$ cat src/verilog/gpi_pkg.sv
// constants for the port and pin interrupt block
package gpi_pkg;
	localparam int  NUM_PORTS  = 4;
	localparam int  NUM_CFG    = 3;
	localparam int  PORT_BITS  = 8;

	// data registers, index = port number
	localparam logic [3:0][7:0] PORT_ADDR = {8'hB0, 8'hA0, 8'h90, 8'h80};
	localparam logic [3:0][7:0] PORT_RST  = {8'h01, 8'h01, 8'hFF, 8'hFF};

	// configured ports 0, 1 and 3, index = cfg slot
	localparam logic [2:0][1:0] CFG_PORT   = {2'h3, 2'h1, 2'h0};
	localparam logic [2:0][7:0] MODEA_ADDR = {8'hC2, 8'hB3, 8'hB1};
	localparam logic [2:0][7:0] MODEB_ADDR = {8'hC3, 8'hB4, 8'hB2};
	localparam logic [2:0][7:0] SCHM_ADDR  = {8'hAC, 8'h83, 8'hB1};
	localparam logic [2:0][7:0] SLEW_ADDR  = {8'hAD, 8'h84, 8'h82};
	localparam logic [2:0][7:0] MODEA_RST  = {8'h01, 8'hFF, 8'hFF};
	localparam logic [7:0]      MODEB_RST  = 8'h00;
	localparam logic [7:0]      SCHM_RST   = 8'h00;
	localparam logic [7:0]      SLEW_RST   = 8'h00;

	localparam logic [7:0] ADDR_P2_SETUP  = 8'hB5;
	localparam logic [7:0] P2_SETUP_RST   = 8'h00;
	localparam logic [7:0] P2_SETUP_MASK  = 8'h8D;
	localparam int         P2S_PULLUP_BIT = 7;
	localparam int         P2S_TIMER1_OUT_ENABLE_BIT   = 3;
	localparam int         P2S_TIMER0_OUT_ENABLE_BIT   = 2;
	localparam int         P2S_SCHM_BIT   = 0;

	localparam logic [7:0] ADDR_IRQ_CTRL  = 8'hE9;
	localparam logic [7:0] ADDR_IRQ_FALL  = 8'hEA;
	localparam logic [7:0] ADDR_IRQ_RISE  = 8'hEB;
	localparam logic [7:0] ADDR_IRQ_FLAGS = 8'hEC;
	localparam logic [7:0] IRQ_REG_RST    = 8'h00;
	localparam int         IRQ_PS_LSB     = 0;
	localparam int         IRQ_PS_MSB     = 1;
	localparam logic [7:0] READ_ZERO      = 8'h00;

	// per-channel edge select from the control byte
	function automatic logic [7:0] gpi_edge_map(input logic [7:0] ctrl);
		gpi_edge_map = {ctrl[7], ctrl[7], ctrl[6], ctrl[6], ctrl[5], ctrl[4], ctrl[3], ctrl[2]};
	endfunction
endpackage

$ cat src/verilog/gpi_irq_if.sv
// signals between the register side and the pin interrupt channels
`timescale 1ns/1ns
interface gpi_irq_if;
	logic [7:0] pins;
	logic [7:0] rise_en;
	logic [7:0] fall_en;
	logic [7:0] edge_mode;
	logic       wr_flags;
	logic [7:0] wdata;
	logic [7:0] flags;
	logic       irq_req;

	modport ctl  (output pins, rise_en, fall_en, edge_mode, wr_flags, wdata, input flags, irq_req);
	modport chan (input pins, rise_en, fall_en, edge_mode, wr_flags, wdata, output flags, irq_req);
endinterface

$ cat src/verilog/gpi_pin_irq.sv
// eight pin interrupt channels with flags and combined request
`timescale 1ns/1ns
module gpi_pin_irq
(
	input  wire logic clk_in,
	input  wire logic rst_in,
	gpi_irq_if.chan   bus
);
	logic [7:0] prev_ff;
	logic       primed_ff;
	logic [7:0] flag_ff;
	logic [7:0] nxt_flag;
	logic [7:0] chan_req;
	logic       irq_ff;

	genvar i;
	generate
		for (i = 0; i < 8; i++)
		begin : g_chan
			wire rise_w = bus.pins[i] & ~prev_ff[i] & primed_ff;
			wire fall_w = ~bus.pins[i] & prev_ff[i] & primed_ff;
			wire set_w  = (rise_w & bus.rise_en[i]) | (fall_w & bus.fall_en[i]); // RL22
			wire base_w = bus.wr_flags ? bus.wdata[i] : flag_ff[i]; // RL18
			// set beats a same-cycle clear
			assign nxt_flag[i] = bus.edge_mode[i] ? (base_w | set_w) : ~bus.pins[i]; // RL21
			assign chan_req[i] = bus.edge_mode[i] ? flag_ff[i]
				: ((bus.pins[i] & bus.rise_en[i]) | (~bus.pins[i] & bus.fall_en[i])); // RL17
		end
	endgenerate

	always_ff @(posedge clk_in or posedge rst_in)
	begin
		if (rst_in)
		begin
			prev_ff   <= 8'h00;
			primed_ff <= 1'b0;
			flag_ff   <= 8'h00;
			irq_ff    <= 1'b0;
		end
		else
		begin
			prev_ff   <= bus.pins; // RL22
			primed_ff <= 1'b1;
			flag_ff   <= nxt_flag; // RL18
			irq_ff    <= |chan_req; // RL19
		end
	end

	assign bus.flags   = flag_ff;
	assign bus.irq_req = irq_ff;
endmodule

$ cat src/verilog/gpi_gpio_top.sv
// general purpose port block: latches, pin modes, input type, slew, pin interrupt
// What this block does
// [RL1] port data read gives pin levels; write loads the output latch
// [RL2] port data registers accept single-bit writes
// [RL3] reset: port 0/1 latches all ones, port 2/3 latches only bit 0
// [RL4] port 2 bit 0 input only while RESET_PIN_DISABLE_IN is low; else reads 0
// [RL5] port 3 bit 0 is I/O only on internal oscillator; else ignored, reads 0
// [RL6] two mode bits per pin: quasi, push-pull, input-only, open-drain
// [RL7] reset: port 0/1 pins input-only (mode a ones, mode b zeros); port 3 mode a 0x01, so bits 7:1 are quasi
// [RL8] per-pin schmitt bit: 0 TTL, 1 schmitt; reset 0
// [RL9] schmitt and slew registers reachable only on page 1
// [RL10] per-pin slew bit: 0 normal, 1 fast; reset normal
// [RL11] port 2 setup bit 7 pull-up only when pin is GPIO; reset pin keeps pull-up
// [RL12] port 2 setup bits 3,2 enable timer 1 and timer 0 pin outputs
// [RL13] port 2 setup bit 0 selects input type of port 2 bit 0
// [RL14] read-modify-write reads take the output latch, not the pins
// [RL15] bit operations rewrite the full latch, changing only one bit
// [RL16] eight interrupt channels mapped on one selectable port
// [RL17] per-channel rise/high and fall/low enables; control picks port and type
// [RL18] one hardware-set flag per channel; software clears edge flags
// [RL19] detected pin event can wake the CPU from idle or power-down
// [RL20] port select 00..11 picks port 0..3; type bit 0 level, 1 edge
// [RL21] level flags follow inverted pin, ignore writes; edge flags stick
// [RL22] edges found by comparing consecutive per-clock samples
`timescale 1ns/1ns
module gpi_gpio_top
#(
	parameter int PORT_WIDTH   = 8,
	parameter int IRQ_CHANNELS = 8
)
(
	input  wire logic       CLK_IN,
	input  wire logic       RST_IN,
	input  wire logic [7:0] SFR_ADDR_IN,
	input  wire logic       SFR_WR_IN,
	input  wire logic       SFR_RD_IN,
	input  wire logic [7:0] SFR_WDATA_IN,
	input  wire logic       SFR_PAGE1_IN,
	input  wire logic       SFR_RMW_IN,
	input  wire logic       SFR_BIT_WR_IN,
	input  wire logic [2:0] SFR_BIT_SEL_IN,
	input  wire logic       SFR_BIT_VAL_IN,
	input  wire logic       RESET_PIN_DISABLE_IN,
	input  wire logic       INT_OSC_SYSCLK_IN,
	input  wire logic [7:0] P0_PIN_IN,
	input  wire logic [7:0] P1_PIN_IN,
	input  wire logic [7:0] P2_PIN_IN,
	input  wire logic [7:0] P3_PIN_IN,
	output logic      [7:0] SFR_RDATA_OUT,
	output logic      [7:0] P0_PIN_OUT,
	output logic      [7:0] P0_PIN_OE_OUT,
	output logic      [7:0] P0_WEAK_PU_OUT,
	output logic      [7:0] P0_SCHMITT_OUT,
	output logic      [7:0] P0_FAST_SLEW_OUT,
	output logic      [7:0] P1_PIN_OUT,
	output logic      [7:0] P1_PIN_OE_OUT,
	output logic      [7:0] P1_WEAK_PU_OUT,
	output logic      [7:0] P1_SCHMITT_OUT,
	output logic      [7:0] P1_FAST_SLEW_OUT,
	output logic      [7:0] P3_PIN_OUT,
	output logic      [7:0] P3_PIN_OE_OUT,
	output logic      [7:0] P3_WEAK_PU_OUT,
	output logic      [7:0] P3_SCHMITT_OUT,
	output logic      [7:0] P3_FAST_SLEW_OUT,
	output logic            P2_PULLUP_OUT,
	output logic            P2_SCHMITT_OUT,
	output logic            TIMER0_PIN_EN_OUT,
	output logic            TIMER1_PIN_EN_OUT,
	output logic            PIN_IRQ_OUT,
	output logic            WAKE_OUT
);
	localparam int NP = gpi_pkg::NUM_PORTS;
	localparam int NC = gpi_pkg::NUM_CFG;

	// refuse sizes the fixed decode cannot serve
	generate
		if (PORT_WIDTH != gpi_pkg::PORT_BITS)
		begin : g_bad_width
			$error("port width must equal the register width");
		end

		if (IRQ_CHANNELS != PORT_WIDTH)
		begin : g_bad_chan
			$error("one interrupt channel per pin of the selected port");
		end

		if (NP != (1 << (gpi_pkg::IRQ_PS_MSB - gpi_pkg::IRQ_PS_LSB + 1)))
		begin : g_bad_sel
			$error("port select field must name every port");
		end

		if (NC != NP - 1)
		begin : g_bad_cfg
			$error("every port but port 2 needs a configuration slot");
		end

		if (gpi_pkg::CFG_PORT[NC-1] != 2'(NP - 1))
		begin : g_bad_last
			$error("last configuration slot must be the oscillator port");
		end

		if (gpi_pkg::IRQ_PS_LSB != 0)
		begin : g_bad_ps
			$error("edge type bits must sit directly above the port select field");
		end

		if (gpi_pkg::P2S_PULLUP_BIT >= PORT_WIDTH)
		begin : g_bad_p2s
			$error("setup bits must lie inside the register");
		end

		if (!gpi_pkg::P2_SETUP_MASK[gpi_pkg::P2S_TIMER1_OUT_ENABLE_BIT] || !gpi_pkg::P2_SETUP_MASK[gpi_pkg::P2S_TIMER0_OUT_ENABLE_BIT])
		begin : g_bad_mask
			$error("setup mask must keep both timer enables");
		end
	endgenerate

	// register state
	logic [NP-1:0][7:0] latch_ff;
	logic [NC-1:0][7:0] mode_a_ff;
	logic [NC-1:0][7:0] mode_b_ff;
	logic [NC-1:0][7:0] schm_ff;
	logic [NC-1:0][7:0] slew_ff;
	logic [7:0]         p2_setup_ff;
	logic [7:0]         irq_ctrl_ff;
	logic [7:0]         irq_rise_ff;
	logic [7:0]         irq_fall_ff;
	logic [7:0]         rdata_ff;

	// pin drive state, registered so outputs come from flops
	logic [NC-1:0][7:0] out_ff;
	logic [NC-1:0][7:0] oe_ff;
	logic [NC-1:0][7:0] pu_ff;
	logic               p2_pu_ff;
	logic               wake_ff;

	logic [NP-1:0][7:0] nxt_latch;
	logic [NP-1:0][7:0] pin_view;
	logic [NP-1:0][7:0] pin_in_w;
	logic [NP-1:0][7:0] port_rd;
	logic [NC-1:0][7:0] nxt_out;
	logic [NC-1:0][7:0] nxt_oe;
	logic [NC-1:0][7:0] nxt_pu;
	logic [NC-1:0][7:0] cfg_rd;
	logic [NC-1:0]      cfg_hit;
	logic [7:0]         nxt_rdata;

	gpi_irq_if irq_bus ();

	// shared decode
	wire any_wr       = SFR_WR_IN | SFR_BIT_WR_IN;
	wire p0_sch_page  = SFR_PAGE1_IN && (SFR_ADDR_IN == gpi_pkg::SCHM_ADDR[0]);
	wire p3_bit0_free = INT_OSC_SYSCLK_IN;
	wire p20_gpio     = ~RESET_PIN_DISABLE_IN;
	wire p2s_hit      = SFR_ADDR_IN == gpi_pkg::ADDR_P2_SETUP;
	wire ctrl_hit     = SFR_ADDR_IN == gpi_pkg::ADDR_IRQ_CTRL;
	wire fall_hit     = SFR_ADDR_IN == gpi_pkg::ADDR_IRQ_FALL;
	wire rise_hit     = SFR_ADDR_IN == gpi_pkg::ADDR_IRQ_RISE;
	wire flag_hit     = SFR_ADDR_IN == gpi_pkg::ADDR_IRQ_FLAGS;

	assign pin_in_w = {P3_PIN_IN, P2_PIN_IN, P1_PIN_IN, P0_PIN_IN};

	// what a plain read of each port shows
	assign pin_view[0] = P0_PIN_IN; // RL1
	assign pin_view[1] = P1_PIN_IN; // RL1
	assign pin_view[2] = {7'h00, P2_PIN_IN[0] & p20_gpio}; // RL4
	assign pin_view[3] = {P3_PIN_IN[7:1], P3_PIN_IN[0] & p3_bit0_free}; // RL5

	genvar p;
	generate
		for (p = 0; p < NP; p++)
		begin : g_port
			wire       hit_w   = SFR_ADDR_IN == gpi_pkg::PORT_ADDR[p];
			// bit op: whole latch with one bit replaced
			wire [7:0] bit_w   = (latch_ff[p] & ~(8'h01 << SFR_BIT_SEL_IN))
				| ({7'h00, SFR_BIT_VAL_IN} << SFR_BIT_SEL_IN); // RL2 RL15
			wire [7:0] wval_w  = SFR_BIT_WR_IN ? bit_w : SFR_WDATA_IN;
			wire [7:0] keep_w  = (p == 3 && !p3_bit0_free) ? 8'h01 : 8'h00; // RL5
			wire [7:0] merge_w = (latch_ff[p] & keep_w) | (wval_w & ~keep_w);
			wire [7:0] rmw_w   = (p == 3 && !p3_bit0_free) ? (latch_ff[p] & 8'hFE) : latch_ff[p];
			assign nxt_latch[p] = (hit_w && any_wr) ? merge_w : latch_ff[p]; // RL1
			assign port_rd[p]   = SFR_RMW_IN ? rmw_w : pin_view[p]; // RL14
		end
	endgenerate

	genvar c;
	generate
		for (c = 0; c < NC; c++)
		begin : g_cfg
			wire [7:0] lat_w  = latch_ff[gpi_pkg::CFG_PORT[c]];
			// port 0 mode a shares its address with the page-1 schmitt register
			wire       ma_hit = (SFR_ADDR_IN == gpi_pkg::MODEA_ADDR[c]) && !(c == 0 && p0_sch_page);
			wire       mb_hit = SFR_ADDR_IN == gpi_pkg::MODEB_ADDR[c];
			wire       sc_hit = SFR_PAGE1_IN && (SFR_ADDR_IN == gpi_pkg::SCHM_ADDR[c]); // RL9
			wire       sl_hit = SFR_PAGE1_IN && (SFR_ADDR_IN == gpi_pkg::SLEW_ADDR[c]); // RL9
			wire [7:0] osc_w  = (c == 2 && !p3_bit0_free) ? 8'h01 : 8'h00; // RL5
			assign cfg_hit[c] = ma_hit | mb_hit | sc_hit | sl_hit;
			assign cfg_rd[c]  = ma_hit ? mode_a_ff[c] : mb_hit ? mode_b_ff[c]
				: sc_hit ? schm_ff[c] : sl_hit ? slew_ff[c] : gpi_pkg::READ_ZERO;

			// a=0 b=0 quasi, 0 1 push-pull, 1 0 input-only, 1 1 open-drain
			assign nxt_oe[c]  = ((mode_a_ff[c] & mode_b_ff[c] & ~lat_w)
				| (~mode_a_ff[c] & mode_b_ff[c])
				| (~mode_a_ff[c] & ~mode_b_ff[c] & ~lat_w)) & ~osc_w; // RL6
			assign nxt_pu[c]  = ~mode_a_ff[c] & ~mode_b_ff[c] & lat_w & ~osc_w; // RL6
			assign nxt_out[c] = lat_w;

			always_ff @(posedge CLK_IN or posedge RST_IN)
			begin
				if (RST_IN)
				begin
					mode_a_ff[c] <= gpi_pkg::MODEA_RST[c]; // RL7
					mode_b_ff[c] <= gpi_pkg::MODEB_RST; // RL7
					schm_ff[c]   <= gpi_pkg::SCHM_RST; // RL8
					slew_ff[c]   <= gpi_pkg::SLEW_RST; // RL10
				end
				else
				begin
					if (SFR_WR_IN && ma_hit)
						mode_a_ff[c] <= SFR_WDATA_IN; // RL6
					if (SFR_WR_IN && mb_hit)
						mode_b_ff[c] <= SFR_WDATA_IN; // RL6
					if (SFR_WR_IN && sc_hit)
						schm_ff[c] <= SFR_WDATA_IN; // RL8
					if (SFR_WR_IN && sl_hit)
						slew_ff[c] <= SFR_WDATA_IN; // RL10
				end
			end

			always_ff @(posedge CLK_IN or posedge RST_IN)
			begin
				if (RST_IN)
				begin
					out_ff[c] <= 8'h00;
					oe_ff[c]  <= 8'h00;
					pu_ff[c]  <= 8'h00;
				end
				else
				begin
					out_ff[c] <= nxt_out[c];
					oe_ff[c]  <= nxt_oe[c];
					pu_ff[c]  <= nxt_pu[c];
				end
			end
		end
	endgenerate

	// pin interrupt hookup
	assign irq_bus.pins      = pin_in_w[irq_ctrl_ff[gpi_pkg::IRQ_PS_MSB:gpi_pkg::IRQ_PS_LSB]]; // RL16 RL20
	assign irq_bus.rise_en   = irq_rise_ff; // RL17
	assign irq_bus.fall_en   = irq_fall_ff; // RL17
	assign irq_bus.edge_mode = gpi_pkg::gpi_edge_map(irq_ctrl_ff); // RL20
	assign irq_bus.wr_flags  = SFR_WR_IN && flag_hit; // RL18
	assign irq_bus.wdata     = SFR_WDATA_IN;

	gpi_pin_irq u_pin_irq
	(
		.clk_in (CLK_IN),
		.rst_in (RST_IN),
		.bus    (irq_bus)
	);

	// read data selection
	wire [7:0] port_sel = (SFR_ADDR_IN == gpi_pkg::PORT_ADDR[0]) ? port_rd[0]
		: (SFR_ADDR_IN == gpi_pkg::PORT_ADDR[1]) ? port_rd[1]
		: (SFR_ADDR_IN == gpi_pkg::PORT_ADDR[2]) ? port_rd[2]
		: (SFR_ADDR_IN == gpi_pkg::PORT_ADDR[3]) ? port_rd[3]
		: gpi_pkg::READ_ZERO;
	wire [7:0] cfg_sel  = cfg_hit[0] ? cfg_rd[0] : cfg_hit[1] ? cfg_rd[1]
		: cfg_hit[2] ? cfg_rd[2] : gpi_pkg::READ_ZERO;
	wire [7:0] irq_sel  = ctrl_hit ? irq_ctrl_ff : fall_hit ? irq_fall_ff
		: rise_hit ? irq_rise_ff : flag_hit ? irq_bus.flags : gpi_pkg::READ_ZERO;
	wire [7:0] p2s_sel  = p2s_hit ? (p2_setup_ff & gpi_pkg::P2_SETUP_MASK) : gpi_pkg::READ_ZERO;
	assign nxt_rdata = port_sel | cfg_sel | irq_sel | p2s_sel;

	// pull-up forced on while the pin serves as reset input
	wire nxt_p2_pu = ~p20_gpio | p2_setup_ff[gpi_pkg::P2S_PULLUP_BIT]; // RL11

	always_ff @(posedge CLK_IN or posedge RST_IN)
	begin
		if (RST_IN)
			latch_ff <= gpi_pkg::PORT_RST; // RL3
		else
			latch_ff <= nxt_latch; // RL1 RL15
	end

	always_ff @(posedge CLK_IN or posedge RST_IN)
	begin
		if (RST_IN)
		begin
			p2_setup_ff <= gpi_pkg::P2_SETUP_RST;
			irq_ctrl_ff <= gpi_pkg::IRQ_REG_RST;
			irq_rise_ff <= gpi_pkg::IRQ_REG_RST;
			irq_fall_ff <= gpi_pkg::IRQ_REG_RST;
		end
		else
		begin
			if (SFR_WR_IN && p2s_hit)
				p2_setup_ff <= SFR_WDATA_IN & gpi_pkg::P2_SETUP_MASK; // RL12 RL13
			if (SFR_WR_IN && ctrl_hit)
				irq_ctrl_ff <= SFR_WDATA_IN; // RL17
			if (SFR_WR_IN && rise_hit)
				irq_rise_ff <= SFR_WDATA_IN; // RL17
			if (SFR_WR_IN && fall_hit)
				irq_fall_ff <= SFR_WDATA_IN; // RL17
		end
	end

	always_ff @(posedge CLK_IN or posedge RST_IN)
	begin
		if (RST_IN)
		begin
			rdata_ff <= 8'h00;
			p2_pu_ff <= 1'b0;
			wake_ff  <= 1'b0;
		end
		else
		begin
			if (SFR_RD_IN)
				rdata_ff <= nxt_rdata;
			p2_pu_ff <= nxt_p2_pu; // RL11
			wake_ff  <= irq_bus.irq_req; // RL19
		end
	end

	assign SFR_RDATA_OUT     = rdata_ff;
	assign P0_PIN_OUT        = out_ff[0];
	assign P0_PIN_OE_OUT     = oe_ff[0];
	assign P0_WEAK_PU_OUT    = pu_ff[0];
	assign P0_SCHMITT_OUT    = schm_ff[0]; // RL8
	assign P0_FAST_SLEW_OUT  = slew_ff[0]; // RL10
	assign P1_PIN_OUT        = out_ff[1];
	assign P1_PIN_OE_OUT     = oe_ff[1];
	assign P1_WEAK_PU_OUT    = pu_ff[1];
	assign P1_SCHMITT_OUT    = schm_ff[1];
	assign P1_FAST_SLEW_OUT  = slew_ff[1];
	assign P3_PIN_OUT        = out_ff[2];
	assign P3_PIN_OE_OUT     = oe_ff[2];
	assign P3_WEAK_PU_OUT    = pu_ff[2];
	assign P3_SCHMITT_OUT    = schm_ff[2];
	assign P3_FAST_SLEW_OUT  = slew_ff[2];
	assign P2_PULLUP_OUT     = p2_pu_ff;
	assign P2_SCHMITT_OUT    = p2_setup_ff[gpi_pkg::P2S_SCHM_BIT]; // RL13
	assign TIMER0_PIN_EN_OUT = p2_setup_ff[gpi_pkg::P2S_TIMER0_OUT_ENABLE_BIT]; // RL12
	assign TIMER1_PIN_EN_OUT = p2_setup_ff[gpi_pkg::P2S_TIMER1_OUT_ENABLE_BIT]; // RL12
	assign PIN_IRQ_OUT       = irq_bus.irq_req; // RL19
	assign WAKE_OUT          = wake_ff; // RL19
endmodule

$ cat config.mk
export PLATFORM = sky130hd
export DESIGN_NAME = gpi_gpio_top
export DESIGN_NICKNAME = d
export VERILOG_FILES = /design/src/verilog/gpi_pkg.sv /design/src/verilog/gpi_irq_if.sv /design/src/verilog/gpi_pin_irq.sv /design/src/verilog/gpi_gpio_top.sv
export SDC_FILE = /design/constraint.sdc
export NUM_CORES = 1
export LEC_CHECK = 0
export BUFFER_PORTS_ARGS = -buffer_cell sky130_fd_sc_hd__buf_2
export CORE_MARGIN = 4
export CORE_UTILIZATION = 35
export DETAILED_ROUTE_END_ITERATION = 8
export PLACE_DENSITY_LB_ADDON = 0.12
export SYNTH_ARGS = -nofsm -noshare
export SYNTH_HDL_FRONTEND = slang
export SYNTH_SLANG_ARGS = --single-unit
export TNS_END_PERCENT = 100
$ cat constraint.sdc
create_clock -name CLK_IN -period 9.5 [get_ports CLK_IN]
set_input_delay 1.425 -clock CLK_IN [delete_from_list [all_inputs] [get_ports CLK_IN]]
set_output_delay 1.425 -clock CLK_IN [all_outputs]
set_load 0.05 [all_outputs]
# After elaboration in Yosys (flattened, before gate mapping)

Index checks and enable logic that the tools add are counted.

Memory bits (read-only): 0
Memories: 0
Word-level logic and storage cells: 318
Register bits: 256
RAM bits: 0
Latch bits: 0
Output and inout bits: 134
Input port bits: 61

Add/subtract/negate cells: 0
Equality and inequality tests: 20
$lt $le $gt $ge: 1
Mux-type cells: 60
Bitwise operators: 169
Div/mod/pow operators: 0
Multiply operators: 0
Reductions and logical operators: 30
Shift operators: 2

Operators with widths:

| kind                                               | number |
|---|---|
| 2-to-1 mux 8 bit                                   | 33 |
| AND 8 bit                                          | 25 |
| == test 8 bit, second input constant               | 20 |
| bitwise OR 8 bit                                   | 14 |
| inverter 8 bit                                     | 10 |
| AND 1 bit                                          | 66 |
| bitwise OR 1 bit                                   | 35 |
| logical AND 1 bit                                  | 28 |
| 2-to-1 mux 1 bit                                   | 26 |
| inverter 1 bit                                     | 17 |
| binary-select mux 8 bit (select 2 bit)             | 1 |
| AND 8 x 1 -> 8 bit                                 | 1 |
| inverter 1 -> 8 bit                                | 1 |
| OR reduction 8 bit                                 | 1 |
| << shifter 1 x 3 -> 8 bit                          | 1 |
| << shifter 1 x 3 -> 8 bit, first input constant    | 1 |
| < comparator 2 x 3 -> 1 bit, second input constant | 1 |
| logical NOT 1 bit                                  | 1 |

# Depth between registers and ports, before layout

Depth in word-level cells: 12
Gate-level depth with buffers: 8
Mapped depth without buffers: 5

# Modules after synthesis

A second synthesis with hierarchy kept.

Cells, all modules: 1,126
Area total of the unflattened synthesis: 12,034.0 um^2

By module, submodules not included:

| module       | area an instance (um^2) | cells an instance | instances |
|---|---|---|---|
| gpi_gpio_top | 10,999.3                | 1,036             | 1 |
| gpi_pin_irq  | 1,034.7                 | 90                | 1 |

# Worst setup path after synthesis

Ideal clock, no wire load.

Kind: input-to-reg
Start: input SFR_ADDR_IN[1]
End: register latch_ff (netlist bit g_cfg[1].lat_w[1])
Slack: 6,345 ps
Arrival: 3,073 ps
Stages: 6
Required time: 9,418 ps
Cells stage by stage: buf_2 -> or4_1 -> or3_1 -> clkbuf_1 -> nor2_1 -> mux2_2

Cells in the longest elaborated chain, start to end: 2

RTL lines:

| element                | line                | source |
|---|---|---|
| start: declaration     | gpi_gpio_top.sv:34  | `input wire logic [7:0] SFR_ADDR_IN,` |
| == test 8 bit          | gpi_gpio_top.sv:173 | `wire hit_w = SFR_ADDR_IN == gpi_pkg::PORT_ADDR[p];` |
| logical AND 1 bit      | gpi_gpio_top.sv:181 | `assign nxt_latch[p] = (hit_w && any_wr) ? merge_w : latch_ff[p];` |
| end signal: assignment | gpi_gpio_top.sv:282 | `latch_ff <= gpi_pkg::PORT_RST;` |
| end signal: assignment | gpi_gpio_top.sv:284 | `latch_ff <= nxt_latch;` |
| end: declaration       | gpi_gpio_top.sv:119 | `logic [NP-1:0][7:0] latch_ff;` |

No other way between the ends.
A chain may end at the register's enable or synchronous reset.

# Worst setup path in the final report

Start: input SFR_ADDR_IN[0]
End: register slew_ff (netlist bit P0_FAST_SLEW_OUT[7])

Cells in the longest elaborated chain, start to end: 3

RTL lines:

| element                        | line                | source |
|---|---|---|
| == test 8 bit                  | gpi_gpio_top.sv:195 | `wire sl_hit = SFR_PAGE1_IN && (SFR_ADDR_IN == gpi_pkg::SLEW_ADDR[c]);` |
| logical AND 1 bit              | gpi_gpio_top.sv:195 |  |
| logical AND 1 bit              | gpi_gpio_top.sv:225 | `if (SFR_WR_IN && sl_hit)` |
| end signal: indexed assignment | gpi_gpio_top.sv:215 | `slew_ff[c] <= gpi_pkg::SLEW_RST;` |
| end: declaration               | gpi_gpio_top.sv:123 | `logic [NC-1:0][7:0] slew_ff;` |

No other way between the ends.

==> summary.txt <==
Logic synthesis
  – Combinational family with the most area after synthesis: compound AO/OA/AOI/OAI gates
  – Most common flop cell mapped by yosys: sky130_fd_sc_hd__dfrtp_1
  – Parity-gate share of the synthesized area counting xor and xnor cells: 0%
  – Proportion of synthesized flip-flops having asynchronous set or reset: between 90% and 100%
  – Synth area leaders: sky130_fd_sc_hd__dfrtp_1 47%, sky130_fd_sc_hd__dfstp_2 7.8%, sky130_fd_sc_hd__o21ai_0 6.8%, sky130_fd_sc_hd__nand2_1 5.2%, sky130_fd_sc_hd__mux2i_1 4.2%
  – Share of synthesized cell area in full adder, half adder and majority cells: roughly 1.4%
  – Avg Inst Size Synth: slightly above 10 sq um
  – Number of warnings issued by yosys: 0
  – Multiplexer area fraction after synthesis: roughly a tenth
  – Area share of the largest cell type after synthesis: 46.90%
  – Part of the Yosys area used for sequential elements: about 55%
  – Syn Nets: between 1,000 and 1,500
  – Commonest cells in the netlist: 221 x sky130_fd_sc_hd__dfrtp_1, 162 x sky130_fd_sc_hd__nand2_1, 161 x sky130_fd_sc_hd__o21ai_0, 61 x sky130_fd_sc_hd__nor2_1, 55 x sky130_fd_sc_hd__clkbuf_1
  – Area fraction in and, or, nand and nor cells after synthesis: between 10% and 20%
  – Most common cell in the synthesized netlist: sky130_fd_sc_hd__dfrtp_1
  – Yosys cell types: 64
  – Number of instances in the synthesized netlist: between 1,000 and 1,500
  – Area of the mapped netlist: roughly 12,000 sq um
  – Number of enable-type register cells in the synthesized netlist: 0
  – Synthesized flop and latch total: about 260
  – Largest area contributor in the synthesized netlist: sky130_fd_sc_hd__dfrtp_1
  – Compound-Gate Fraction of Synth Area: between 10% and 20%

Power
  – Static Leakage: 6.315 nW
  – Final Power: ~2.8 mW
  – Areal power density over the cells: around 200 nW/um^2
  – Worst IR Drop VDD: 130.9 uV

Drt
  – Vias post-DR: between 9,000 and 10,000
  – Routed length on met1: 19.10 mm
  – Average via count per standard cell: 5.370
  – Top metal layer carrying routed signals: met5
  – WL met2: slightly below 20 mm
  – ANT nets after route: 0
  – Average wire per standard cell: between 20 and 25 microns
  – 1st-pass router iterations: 6
  – Number of design rule violations left after detail routing: 0
  – Detailed Route Iter0 Violations: between 900 and 1,000
  – Wire length after detailed routing: approximately 43 mm
  – Met3 WL post-DR: between 3 and 4 mm

STA
  – Minimum clock period after layout: around 3.6 ns
  – Transition time at the pin with the least slew margin: roughly 1.0 ns
  – Clock tree skew after final layout: between 0.01 and 0.015 ns
  – Hold Violations, Final: 0
  – Post-route fraction of the period consumed by the critical path: between 30% and 40%
  – Max Slew Vio Count: 0
  – Number of setup violations in the final report: 0
  – Final sum of negative setup slack: 0 ns
  – Max frequency: 0.2745 GHz
  – Slew headroom: a little under 30%
  – RSZ-0062 raised after global routing: false

Clock network
  – Post-CTS Setup Bufs: 0
  – CTS max path bufs: 3
  – Hold-fix buffer count after cts: 0
  – Post-CTS sizing: 0
  – Clock slew seen by the registers of the worst setup and hold paths: roughly 0.060 ns
  – Skew-Pair Late Insertion Delay: about 0.56 ns
  – Buffer cell driving the clock tree root: sky130_fd_sc_hd__clkbuf_16
  – Total clock buffers created by CTS: 29
  – Count of H-tree levels built during CTS: 1
  – Clock tree sinks: ~260
  – Clock tree from TritonCTS: done

GRT
  – Pin count of the biggest net entering global routing: approximately 130
  – Antenna violations before repair: 8
  – Remaining global-route overflow: 0
  – Via count of the first global-routing pass: between 9,000 and 10,000
  – First-pass GRT wire length: approximately 63 mm
  – GRT Total Usage: 23.13%

Worst hold path
  – Hold path cells: 0
  – Hold path startpoint: u_pin_irq.bus.irq_req$_DFF_PP0_
  – Terminating pin of the worst hold path: WAKE_OUT$_DFF_PP0_
  – Tightest Hold Check Type: register to register

Setup path
  – Worst reg-to-reg path cell count: 5
  – CP Class: input port to register
  – Reg2Reg Setup Slack: ~6.6 ns
  – Origin of the critical flop-to-flop path: irq_ctrl_ff[0]$_DFFE_PP0P_
  – R2R Path End: u_pin_irq.bus.irq_req$_DFF_PP0_
  – Capturing element type of the critical path: register
  – Crit path max-delay cell type: sky130_fd_sc_hd__nor4b_4
  – Required time of the worst setup path: ~9.9 ns
  – Critical Path, Cell by Cell: buf_2, nor4b_4, nor4b_2, nand2_1, mux2_2
  – Critical Path Start Type: input port
  – Maximum fanout along the worst path: 33
  – Delay of the slowest cell on the worst path: 0.89 ns
  – CP Data Arrival Time: around 4 ns

Die
  – Area enclosed by the die boundary: about 37,000 sq um
  – Die Width: around 190 microns
  – # rows: 66
  – IO Pins: ~200
  – Die Ht: roughly 190 microns
  – Starting utilization of the core area: a little over a third
  – CORE AREA: about 33,000 sq um

Flow run
  – Max Cap Viol: 0

Run status
  – Result of the run: finished, final reports clean

Layout
  – Share of post-route cells with drive strength above 1: between 20% and 30%
  – Fillcell total: 3,267
  – Area Growth Syn to Fin: 20.88%
  – Final Instance Count excl. Fillers: roughly 1,800
  – Number of nets in the final layout: between 1,000 and 1,500

Place
  – Detailed Place HPWL: 31.96 mm
  – Global placer's final weighted congestion: about 0.92
  – Placed cell count: 1,733
  – Quantity of I/O buffers inserted on ports: around 190
-- kinds of logic after synthesis --
family / after synthesis
simple gates: 352
other cells: 1
mux: 104
compound gates: 301
flops: 256
fa+ha+maj: 16
buf+inv: 118
-- routing by layer --
metal | vias up | global-route usage [%]
met5 | - | 0
met4 | 10 | 4.972
met3 | 66 | 4.912
met2 | 396 | 36.96
met1 | 4711 | 32.60
li1 | 4424 | -
-- layout by cell type, fill, tap and decap left out, types with 18 or more instances in the layout --
master	n
sky130_fd_sc_hd__nand2_1	162
sky130_fd_sc_hd__clkbuf_16	29
sky130_fd_sc_hd__nor2_1	61
sky130_fd_sc_hd__dfrtp_1	221
sky130_fd_sc_hd__buf_2	194
sky130_fd_sc_hd__inv_1	51
sky130_fd_sc_hd__mux2_2	43
sky130_fd_sc_hd__a31oi_1	18
sky130_fd_sc_hd__nand3_1	22
sky130_fd_sc_hd__dfstp_2	35
sky130_fd_sc_hd__o21ai_0	161
sky130_fd_sc_hd__mux2i_1	50
sky130_fd_sc_hd__a21oi_1	36
sky130_fd_sc_hd__o22ai_1	22
sky130_fd_sc_hd__a22oi_1	19
sky130_fd_sc_hd__nor3_1	21
-- worst max path at each step --
| stage | cells past startpoint | to | slack [ns] | start |
|---|---|---|---|---|
| after global routing | 5 | P0_FAST_SLEW_OUT[7]$_DFFE_PP0P_ | 5.62 | SFR_ADDR_IN[0] |
| after global placement | 5 | P0_FAST_SLEW_OUT[7]$_DFFE_PP0P_ | 5.39 | SFR_ADDR_IN[0] |
| final | 5 | P0_FAST_SLEW_OUT[7]$_DFFE_PP0P_ | 5.86 | SFR_ADDR_IN[0] |
| after CTS | 5 | P0_FAST_SLEW_OUT[7]$_DFFE_PP0P_ | 5.94 | SFR_ADDR_IN[0] |
| after floorplan | 1 | P0_FAST_SLEW_OUT[0]$_DFFE_PP0P_ | 1.09 | RST_IN |
| after detailed placement | 5 | P0_FAST_SLEW_OUT[7]$_DFFE_PP0P_ | 5.36 | SFR_ADDR_IN[0] |
-- stage by stage --
stage                     util, %  hold WS [ns]  setup slack (ns)  area, sq um
after floorplan                 -        0.3879             1.091        11790
after global placement      40.08        0.3622             5.390        13170
after detailed placement    40.08        0.3647             5.358        13170
after CTS                   43.36        0.3831             5.938        14250
after global routing        43.36        0.4094             5.623        14250
final                       43.37        0.3765             5.856        14250
-- where the power goes --
part | switching, mW | leakage [nW] | total (mW) | internal, mW
clock network | 0.469 | 0.524 | 1.25 | 0.784
logic | 0.257 | 2.55 | 0.347 | 0.0902
registers | 0.0526 | 3.24 | 1.21 | 1.15
total | 0.779 | 6.31 | 2.81 | 2.03
-- critical path, delay by kind of cell --
| family | cells | cell delay, ns |
|---|---|---|
| multiplexers | 1 | 0.37 |
| AND/OR/NAND/NOR | 3 | 1.91 |
| buffers and inverters | 1 | 0.35 |
-- area by class of cell --
class	instances	area, sq um	share of cell area (%)
Timing Repair Buffer	209	1084	7.601
Multi-Input combinational cell	774	4882	34.25
Clock inverter	14	231.5	1.624
Antenna cell	2	5.005	0.03511
Clock buffer	40	847.1	5.942
Tap cell	442	553.0	3.880
Sequential cell	256	6450	45.25
Inverter	52	202.7	1.422
Note: power is estimated with default switching activity, not from simulation.
